===== src/shared/rivm_pkg.sv =====
/*
  shared constants for the reset and interrupt vector mapper:
  vector numbers, table offsets, address widths and reset defaults.
  assumes a word-addressed program memory of 4K words.
*/
`default_nettype none

package rivm_pkg;

  // ==========================================================================
  // sizes
  localparam int unsigned RIVM_ADDR_W   = 12;   // word address width
  localparam int unsigned RIVM_NUM_IRQ  = 25;   // peripheral sources
  localparam int unsigned RIVM_NUM_W    = 5;    // width of a source index

  // ==========================================================================
  // fixed addresses
  localparam logic [11:0] RIVM_RESET_VEC   = 12'h000;
  localparam logic [11:0] RIVM_TABLE_BASE  = 12'h001;  // offset of first irq
  localparam logic [11:0] RIVM_LAST_OFFSET = 12'h019;
  localparam logic [11:0] RIVM_BOOT_START_DEF = 12'hc00; // boot section start

  // ==========================================================================
  // fuse encodings
  localparam logic RIVM_FUSE_PROGRAMMED   = 1'b0;
  localparam logic RIVM_FUSE_UNPROGRAMMED = 1'b1;

  // ==========================================================================
  // source indices (bit positions of the request vector)
  localparam int unsigned RIVM_SRC_EXT0     = 0;
  localparam int unsigned RIVM_SRC_EXT1     = 1;
  localparam int unsigned RIVM_SRC_PC0      = 2;
  localparam int unsigned RIVM_SRC_PC1      = 3;
  localparam int unsigned RIVM_SRC_PC2      = 4;
  localparam int unsigned RIVM_SRC_WDOG     = 5;
  localparam int unsigned RIVM_SRC_T2_A     = 6;
  localparam int unsigned RIVM_SRC_T2_B     = 7;
  localparam int unsigned RIVM_SRC_T2_OVF   = 8;
  localparam int unsigned RIVM_SRC_T1_CAP   = 9;
  localparam int unsigned RIVM_SRC_T1_A     = 10;
  localparam int unsigned RIVM_SRC_T1_B     = 11;
  localparam int unsigned RIVM_SRC_T1_OVF   = 12;
  localparam int unsigned RIVM_SRC_T0_A     = 13;
  localparam int unsigned RIVM_SRC_T0_B     = 14;
  localparam int unsigned RIVM_SRC_T0_OVF   = 15;
  localparam int unsigned RIVM_SRC_SPI      = 16;
  localparam int unsigned RIVM_SRC_RX       = 17;
  localparam int unsigned RIVM_SRC_TXE      = 18;
  localparam int unsigned RIVM_SRC_TXC      = 19;
  localparam int unsigned RIVM_SRC_CONV     = 20;
  localparam int unsigned RIVM_SRC_NV       = 21;
  localparam int unsigned RIVM_SRC_ACMP     = 22;
  localparam int unsigned RIVM_SRC_TWO_WIRE = 23;
  localparam int unsigned RIVM_SRC_PSTORE   = 24;

  // ==========================================================================
  // fetch sequencer states
  typedef enum logic [1:0] {
    RIVM_ST_RESET,
    RIVM_ST_IDLE,
    RIVM_ST_WAIT
  } rivm_state_type;

endpackage

`default_nettype wire


===== src/logic/rivm_prio_enc.sv =====
/*
  fixed priority encoder over the pending requests: lowest index wins.
  assumes requests are already gated by their enables.
*/
`timescale 1ns/1ps
`default_nettype none

module rivm_prio_enc
  import rivm_pkg::*;
#(
  parameter int unsigned N = RIVM_NUM_IRQ,
  parameter int unsigned W = RIVM_NUM_W
) (
  // requests
  input  wire logic [N-1:0] req_i,
  // result
  output logic               any_o,
  output logic [W-1:0]       idx_o
);

  // ==========================================================================
  // scan from the top so the lowest set bit is written last
  always_comb begin
    any_o = 1'b0;
    idx_o = '0;
    for (int i = N - 1; i >= 0; i--) begin
      if (req_i[i]) begin
        any_o = 1'b1;
        idx_o = W'(i);
      end
    end
  end

endmodule

`default_nettype wire


===== src/logic/rivm_addr_map.sv =====
/*
  maps a source index to its program word address, with relocation of
  the table into the boot section when the select bit is set.
  assumes the boot start lies far enough below the top that no sum wraps.
*/
`timescale 1ns/1ps
`default_nettype none

module rivm_addr_map
  import rivm_pkg::*;
#(
  parameter int unsigned AW = RIVM_ADDR_W,
  parameter int unsigned W  = RIVM_NUM_W
) (
  // inputs
  input  wire logic [W-1:0]  idx_i,
  input  wire logic          table_sel_i,
  input  wire logic [AW-1:0] boot_start_i,
  // result
  output logic [AW-1:0]      addr_o
);

  logic [AW-1:0] offset;

  // ==========================================================================
  // one word per vector, index 0 sits at table base
  always_comb begin
    offset = AW'(RIVM_TABLE_BASE) + AW'(idx_i);
    addr_o = table_sel_i ? AW'(boot_start_i + offset) : offset;
  end

endmodule

`default_nettype wire


===== src/logic/rivm_top.sv =====
/*
  reset and interrupt vector mapper. after reset it presents the reset
  vector to the core; afterwards it picks the highest priority enabled
  request and presents its vector address with a valid strobe that is
  held until the core acknowledges the fetch.
  assumes all inputs are synchronous to clk_i, the core acknowledges
  with ack_i for one cycle, and request lines stay high until served.
  no pending latch is kept: a request that drops before it is picked
  is lost, which suits level flags that peripherals clear on service.
  reset sources of every kind arrive merged on arst_n_i.
  the boot section start is a parameter; section sizing lives elsewhere.
*/
`timescale 1ns/1ps
`default_nettype none

// Function
// - after any reset, present reset vector, word 0x000 when fuse unprogrammed.
// - external request 0 maps to 0x001, request 1 to 0x002.
// - pin change 0..2 map to 0x003..0x005, watchdog to 0x006.
// - timer 2 match a, match b, overflow map to 0x007..0x009.
// - timer 1 capture, match a, match b, overflow map to 0x00a..0x00d.
// - timer 0 match a, match b, overflow map to 0x00e..0x010.
// - serial peripheral transfer complete maps to 0x011.
// - receive, tx buffer empty, tx complete map to 0x012..0x014.
// - conversion, nv data ready, comparator map to 0x015..0x017.
// - two wire maps to 0x018, program store ready 0x019, last entry.
// - programmed fuse sends every reset to the boot loader address.
// - select bit set adds boot section start to each vector offset.
// - fuse 1 unprogrammed, 0 programmed; table at 0x001 or boot plus 0x001.
module rivm_top
  import rivm_pkg::*;
#(
  parameter int unsigned        AW         = RIVM_ADDR_W,
  parameter int unsigned        N          = RIVM_NUM_IRQ,
  parameter logic [AW-1:0]      BOOT_START = RIVM_BOOT_START_DEF
) (
  // clock and reset
  input  wire logic          clk_i,
  input  wire logic          arst_n_i,
  // relocation controls
  input  wire logic          boot_reset_fuse_i,
  input  wire logic          vector_table_select_i,
  // external and pin change requests
  input  wire logic          ext_irq_zero_i,
  input  wire logic          ext_irq_one_i,
  input  wire logic          pin_change_irq_zero_i,
  input  wire logic          pin_change_irq_one_i,
  input  wire logic          pin_change_irq_two_i,
  // watchdog and timer 2 requests
  input  wire logic          watchdog_timeout_irq_i,
  input  wire logic          tmr2_match_a_irq_i,
  input  wire logic          tmr2_match_b_irq_i,
  input  wire logic          tmr2_overflow_irq_i,
  // timer 1 requests
  input  wire logic          tmr1_capture_irq_i,
  input  wire logic          tmr1_match_a_irq_i,
  input  wire logic          tmr1_match_b_irq_i,
  input  wire logic          tmr1_overflow_irq_i,
  // timer 0 requests
  input  wire logic          tmr0_match_a_irq_i,
  input  wire logic          tmr0_match_b_irq_i,
  input  wire logic          tmr0_overflow_irq_i,
  // serial requests
  input  wire logic          spi_done_irq_i,
  input  wire logic          rx_complete_irq_i,
  input  wire logic          tx_buffer_empty_irq_i,
  input  wire logic          tx_complete_irq_i,
  // converter, memory and comparator requests
  input  wire logic          conv_done_irq_i,
  input  wire logic          nv_data_ready_irq_i,
  input  wire logic          analog_cmp_irq_i,
  // two wire and program store requests
  input  wire logic          two_wire_irq_i,
  input  wire logic          program_store_ready_irq_i,
  // per source and global enables
  input  wire logic [N-1:0]  irq_enable_i,
  input  wire logic          global_enable_i,
  // fetch acknowledge from the core
  input  wire logic          ack_i,
  // presented vector
  output logic               vec_valid_o,
  output logic               vec_is_reset_o,
  output logic [RIVM_NUM_W-1:0] vec_num_o,
  output logic [AW-1:0]      vec_addr_o
);

  // ==========================================================================
  // request vector, bit index equals vector number minus one
  logic [N-1:0] req;
  logic [N-1:0] pend;

  // gather the request lines, one bit per source in table order
  always_comb begin
    req                       = '0;

    req[RIVM_SRC_EXT0]        = ext_irq_zero_i;
    req[RIVM_SRC_EXT1]        = ext_irq_one_i;

    req[RIVM_SRC_PC0]         = pin_change_irq_zero_i;
    req[RIVM_SRC_PC1]         = pin_change_irq_one_i;
    req[RIVM_SRC_PC2]         = pin_change_irq_two_i;
    req[RIVM_SRC_WDOG]        = watchdog_timeout_irq_i;

    req[RIVM_SRC_T2_A]        = tmr2_match_a_irq_i;
    req[RIVM_SRC_T2_B]        = tmr2_match_b_irq_i;
    req[RIVM_SRC_T2_OVF]      = tmr2_overflow_irq_i;

    req[RIVM_SRC_T1_CAP]      = tmr1_capture_irq_i;
    req[RIVM_SRC_T1_A]        = tmr1_match_a_irq_i;
    req[RIVM_SRC_T1_B]        = tmr1_match_b_irq_i;
    req[RIVM_SRC_T1_OVF]      = tmr1_overflow_irq_i;

    req[RIVM_SRC_T0_A]        = tmr0_match_a_irq_i;
    req[RIVM_SRC_T0_B]        = tmr0_match_b_irq_i;
    req[RIVM_SRC_T0_OVF]      = tmr0_overflow_irq_i;

    req[RIVM_SRC_SPI]         = spi_done_irq_i;

    req[RIVM_SRC_RX]          = rx_complete_irq_i;
    req[RIVM_SRC_TXE]         = tx_buffer_empty_irq_i;
    req[RIVM_SRC_TXC]         = tx_complete_irq_i;

    req[RIVM_SRC_CONV]        = conv_done_irq_i;
    req[RIVM_SRC_NV]          = nv_data_ready_irq_i;
    req[RIVM_SRC_ACMP]        = analog_cmp_irq_i;

    req[RIVM_SRC_TWO_WIRE]    = two_wire_irq_i;
    req[RIVM_SRC_PSTORE]      = program_store_ready_irq_i;
  end

  // disabled sources never fetch, so their slots may hold code
  always_comb begin
    pend = global_enable_i ? (req & irq_enable_i) : '0;
  end

  // ==========================================================================
  // priority pick and address mapping
  logic                  any_pend;
  logic [RIVM_NUM_W-1:0] win_idx;
  logic [AW-1:0]         win_addr;

  // fixed priority keeps the choice repeatable; the price is that a
  // flood of low index requests can starve the top entries
  // lowest number wins
  rivm_prio_enc #(
    .N (N),
    .W (RIVM_NUM_W)
  ) u_prio (
    .req_i (pend),
    .any_o (any_pend),
    .idx_o (win_idx)
  );

  // select is read live at the pick, so it must settle before enabling
  // boot relocation
  rivm_addr_map #(
    .AW (AW),
    .W  (RIVM_NUM_W)
  ) u_map (
    .idx_i        (win_idx),
    .table_sel_i  (vector_table_select_i),
    .boot_start_i (BOOT_START),
    .addr_o       (win_addr)
  );

  // ==========================================================================
  // reset vector choice
  logic [AW-1:0] reset_addr;

  // only read in the reset state, so a later fuse change has no effect
  // boot reset address
  always_comb begin
    if (boot_reset_fuse_i == RIVM_FUSE_PROGRAMMED) begin
      reset_addr = BOOT_START;
    end else begin
      reset_addr = AW'(RIVM_RESET_VEC);
    end
  end

  // ==========================================================================
  // fetch sequencer
  // sequencer state
  rivm_state_type        state;
  rivm_state_type        next_state;
  // presented vector, one flop per output
  logic                  valid;
  logic                  next_valid;
  logic                  is_reset;
  logic                  next_is_reset;
  logic [RIVM_NUM_W-1:0] num;
  logic [RIVM_NUM_W-1:0] next_num;
  logic [AW-1:0]         addr;
  logic [AW-1:0]         next_addr;

  // table slot of a source: slots start one above the reset slot
  function automatic logic [RIVM_NUM_W-1:0] slot_of(input logic [RIVM_NUM_W-1:0] idx);
    slot_of = RIVM_NUM_W'(idx + RIVM_NUM_W'(1));
  endfunction

  // vector held stable until acknowledged, so a late request cannot
  // change an address the core is already fetching
  always_comb begin
    next_state    = state;
    next_valid    = valid;
    next_is_reset = is_reset;
    next_num      = num;
    next_addr     = addr;
    case (state)
      RIVM_ST_RESET: begin
        // every reset kind lands here, so the first fetch is the reset slot
        // reset vector first
        next_valid    = 1'b1;
        next_is_reset = 1'b1;
        next_num      = '0;
        next_addr     = reset_addr;
        next_state    = RIVM_ST_WAIT;
      end
      RIVM_ST_IDLE: begin
        // picks happen only here, so a fetch in flight is never torn
        if (any_pend) begin
          next_valid    = 1'b1;
          next_is_reset = 1'b0;
          next_num      = slot_of(win_idx);
          next_addr     = win_addr;
          next_state    = RIVM_ST_WAIT;
        end
      end
      RIVM_ST_WAIT: begin
        // only this state listens to ack, a stray one while idle is dropped
        if (ack_i) begin
          next_valid = 1'b0;
          next_state = RIVM_ST_IDLE;
        end
      end
      default: begin
        // unused encoding falls back to a fresh reset vector
        next_state = RIVM_ST_RESET;
      end
    endcase
  end

  // state registers; reset clears the outputs and the reset slot
  // appears one edge after release
  always_ff @(posedge clk_i or negedge arst_n_i) begin
    if (!arst_n_i) begin
      state    <= RIVM_ST_RESET;
      valid    <= 1'b0;
      is_reset <= 1'b0;
      num      <= '0;
      addr     <= '0;
    end else begin
      state    <= next_state;
      valid    <= next_valid;
      is_reset <= next_is_reset;
      num      <= next_num;
      addr     <= next_addr;
    end
  end

  // outputs straight from flops, so the core never sees a glitching address
  assign vec_valid_o    = valid;
  assign vec_is_reset_o = is_reset;
  assign vec_num_o      = num;
  assign vec_addr_o     = addr;

endmodule

`default_nettype wire


===== config.mk =====
export PLATFORM = sky130hd
export DESIGN_NAME = rivm_top
export DESIGN_NICKNAME = d
export VERILOG_FILES = /design/src/shared/rivm_pkg.sv /design/src/logic/rivm_prio_enc.sv /design/src/logic/rivm_addr_map.sv /design/src/logic/rivm_top.sv
export SDC_FILE = /design/constraint.sdc
export NUM_CORES = 1
export LEC_CHECK = 0
export BUFFER_PORTS_ARGS = -buffer_cell sky130_fd_sc_hd__buf_2
export CORE_UTILIZATION = 45
export DETAILED_ROUTE_END_ITERATION = 8
export PLACE_DENSITY = 0.75
export RECOVER_POWER = 100
export SLEW_MARGIN = 20
export SYNTH_ARGS = -nofsm -noshare
export SYNTH_HDL_FRONTEND = slang
export SYNTH_HIERARCHICAL = 1
export SYNTH_SLANG_ARGS = --single-unit

===== constraint.sdc =====
create_clock -name clk_i -period 1.27 [get_ports clk_i]
set_input_delay 0.127 -clock clk_i [delete_from_list [all_inputs] [get_ports clk_i]]
set_output_delay 0.127 -clock clk_i [all_outputs]
set_load 0.01 [all_outputs]

==> results.txt <==
- TritonCTS built the clock tree.
- Of the post-synthesis cell area, the part taken by muxes is 0.03008.
* Ys async rst share: 1.000
- Placer Congestion: approximately 0.87
- STA classifies the critical path startpoint as an input port.
- Number of warnings reported in the yosys synthesis log: 6
* Initial standard-cell utilization of the core: 0.4681
- The mapped netlist covers 2038 um2.
* Avg Synthesized Cell Area: roughly 8.5 um2
- Failing checks: setup timing
* Iter 0 DRT Violations: 183
* Antenna violations before repair: 0
* Placement row count: 24
- Fill cells in the final layout number 245.
- Sequential cell area fraction in the yosys report: 0.2578
- Main combinational cell family by area after synthesis: simple AND/OR/NAND/NOR gates
- CTS Buf Count: 3
- Number of flip-flops and latches in the synthesized netlist: 21
- Among all flip-flop cells after synthesis, the most frequent one is dfrtp_1.
- Worst relative slew slack: 0.6538
- Classification of the worst setup path: input port to register
* Simple-gate portion of the synthesized area: 0.2842
* Horizontal die dimension: roughly 70 um
- The tightest hold path in the finished design has a slack of roughly 0.21 ns.
- All-layer global routing usage: 0.2955
- Hold Path Cell Cnt: 3
- Insertion delay to the later sink of the worst-skew pair: roughly 0.26 ns
* Xor and xnor area share after synthesis: 0.03438
* Power, Total: 0.003492 W
- The routed design has 7.961 mm of wire.
- The repair_antennas step left the layout with diodes totalling 0.
- Slowest Stage Delay on Critical Path: roughly 0.44 ns
- After clock tree synthesis, the clock-pin slew on the worst setup and hold paths is about 0.080 ns.
- Ordered list of cells on the worst path: buf_12 > buf_12 > and3_4 > nor4_4 > buf_4 > o311ai_4 > a2111oi_4 > ha_2 > nand3_2 > xnor2_2 > ha_1 > xnor2_1 > a21oi_1 > a22o_1 > a22o_1
* Outcome: finished with violations
- Worst-case clock buffer depth: 2
* Hold Vio Cnt, Final: 0
* Setup repair after global routing missed its margin: yes
- The worst hold path belongs to the class input port to register.
- Tmin final: 2.840 ns
- Clk_skew: between 0.005 and 0.006 ns
- Overflow left after global routing: 0
* Area of the core: between 4000 and 5000 um2
- The tool flagged a number of max-cap violations equal to 0.
- Setup violations remaining at the end of the flow were counted as 21.
- Synthesis handed over a netlist of 240 instances.
- For the worst setup path, the data arrival time is approximately 3.0 ns.
* Setup slack after placement: -1.785 ns
- In the final layout, the share of cells above drive strength 1 is 0.4826.
- LEAKAGE: about 1.8 nW
- The first TritonRoute pass finished after 5 iterations.
* CTS H-tree depth: 1
- Number of vias per cell after detailed routing: roughly 5.8
- Depth of the most critical reg-to-reg path: 3
- Cell taking the most area after synthesis: dfrtp_1
- The first global-routing pass estimated around 12 mm of wire.
* Die Outline Area: slightly below 5000 um2
- Counting flops with a built-in enable in the synthesized netlist gives 0.
* Post-synthesis compound-gate area fraction: 0.2762
* Area fraction of the dominant cell type after synthesis: 0.2578
* Top cells by area, synth: dfrtp_1 (26%), a22o_1 (11%), and3_1 (8.3%), ha_1 (5.5%), o21ai_0 (3.4%)
- Endpoint type of the worst setup path: register
- Cells after DPL: ~430
- Of the total synthesized cell area, the portion taken by full adders, half adders and majority gates is 0.06507.
* Boundary pin count: 75
* Final-layout setup total negative slack: -20.19 ns
* Detail Route Antenna Nets: 0
- Nets@finish: 469
* Maximum fanout encountered on the critical timing path: 7
- In this run the vertical extent of the chip is 69.30 um.
- Library cells used by synthesis: 56
- Area growth from synthesis to layout: 75.87%
- Summed over all nets, the half-perimeter wirelength after detailed placement is ~4.6 mm.
* CP required: approximately 1.4 ns
* I/O Buffers: 74
- Ratio of total power to cell area: 974.2 nW/um2
- The largest individual stage delay along the critical path comes from the cell a2111oi_4.
* Slew at the pin closest to its max-slew limit: between 0.5 and 0.6 ns
- Across all layers, the routed design uses around 2600 vias.
- Routed len/inst: about 18 um
* Count of pins over their slew limit: 0
- Root buffer cell: clkbuf_8
- Leaving out filler cells and counting taps, the final layout contains between 400 and 500.
- Via count of the first global-routing pass: about 2600
- Largest net degree at the start of global routing: 22
- Worst-case vdd ir drop: 0.5956 mV
- Remaining routing DRC violations: 0
- Of the available clock period, the critical path in the final layout requires 2.236.
- Clock sink total: 21
- Achievable clock frequency: around 350 MHz
- Final worst setup slack: -1.570 ns
-- critical path, delay by kind of cell --
kind	cells	cell delay, ns
XOR/XNOR	2	0.32
AO/OA/AOI/OAI	5	1.01
adder cells (fa/ha/maj)	2	0.60
AND/OR/NAND/NOR	3	0.53
buffers and inverters	3	0.40
-- flip-flops by register name, summed over array words and instances, names as in the netlist --
signal,cells
vec_num_o,5
vec_valid_o,1
vec_addr_o,12
state,2
vec_is_reset_o,1
-- Yosys cell counts, types with 2 or more instances --
cell type	n
o311a_1	2
a21o_1	2
xnor2_1	3
o211ai_1	4
o211a_1	2
nand3_1	7
a21boi_0	4
and3_1	27
a221o_1	2
conb_1	2
o21bai_1	3
inv_1	9
clkbuf_1	5
nor4_1	6
mux2i_1	5
or3_1	4
or3_2	2
ha_1	9
nand2b_1	4
o21ai_0	14
dfrtp_1	21
nor2b_1	3
and4bb_2	2
nor3_1	5
a21oi_1	6
xor2_1	5
nand2_1	13
buf_6	2
a22o_1	25
nor2_1	12
and4b_2	2
buf_2	4
-- final timing paths --
path | start | slack (ns) | end
setup / recovery | global_enable_i | -1.57 | vec_addr_o[4]
hold / removal | ack_i | 0.21 | state[0]
setup reg to reg | state[1] | -0.07 | vec_addr_o[1]
hold reg to reg | vec_is_reset_o | 0.47 | vec_is_reset_o
max in group asynchronous | arst_n_i | 0.54 | state[0]
min in group asynchronous | arst_n_i | 0.38 | vec_num_o[2]
-- metrics by stage --
stage          cell area, um2    util
6_report                 3585  0.8233
5_1_grt                  3585  0.8233
4_1_cts                  3358  0.7713
3_5_place_dp             2962  0.6802
3_3_place_gp             2962  0.6802
2_1_floorplan            2256       -
-- final cells by class --
cell class / instances / area, um2 / share of cell area
sequential: 21 / 525.5 / 0.1466
clock buffer: 4 / 45.04 / 0.01257
timing repair buffer: 139 / 923.4 / 0.2576
inverter: 10 / 50.05 / 0.01396
tap: 52 / 65.06 / 0.01815
multi-input combinational: 228 / 1976 / 0.5511
-- where the power goes --
group / internal [W] / switching, W
logic: 0.00104 / 0.00103
registers: 0.000819 / 0.000161
clock network: 0.000223 / 0.000211
-- layer usage --
layer / global-route usage / vias to the layer above / wire length (um)
li1: - / 1216 / -
met1: 0.3664 / 1241 / 3228
met2: 0.4941 / 156 / 3878
met3: 0.05959 / 32 / 593
met4: 0.1315 / 0 / 261
met5: 0 / - / 0
-- cells in the final DEF, fill, tap and decap left out, types with 4 or more instances in the layout --
cell      count
and3_1       14
nand3_2       4
mux2i_1       4
ha_1          5
nor4_4        5
nand2_1      11
a22o_1       25
nor2_1       10
and3_4       13
buf_2        57
dfrtp_1      21
conb_1       31
clkbuf_1     16
buf_4        53
or3_1         4
a21boi_0      4
inv_1         8
o21ai_0      11
buf_6         9
o211ai_1      4
-- what timing repair did --
| item | CTS | global route |
|---|---|---|
| gates cloned | 1 | 1 |
| hold buffers | 1 | 0 |
| setup buffers | 17 | 12 |
| gates resized for setup | 48 | 46 |
| setup endpoints to repair | 21 | 21 |
| endpoints found under the hold margin | 21 | 0 |
| pin swaps | 23 | 25 |
-- cells by family after synthesis --
logic type               after synthesis
AND/OR/NAND/NOR                       97
AO/OA/AOI/OAI                         75
flip-flops                            21
buffers and inverters                 21
adder cells (fa/ha/maj)               10
XOR/XNOR                               8
multiplexers                           6
other                                  2
Power figures use the tool's default switching activity.
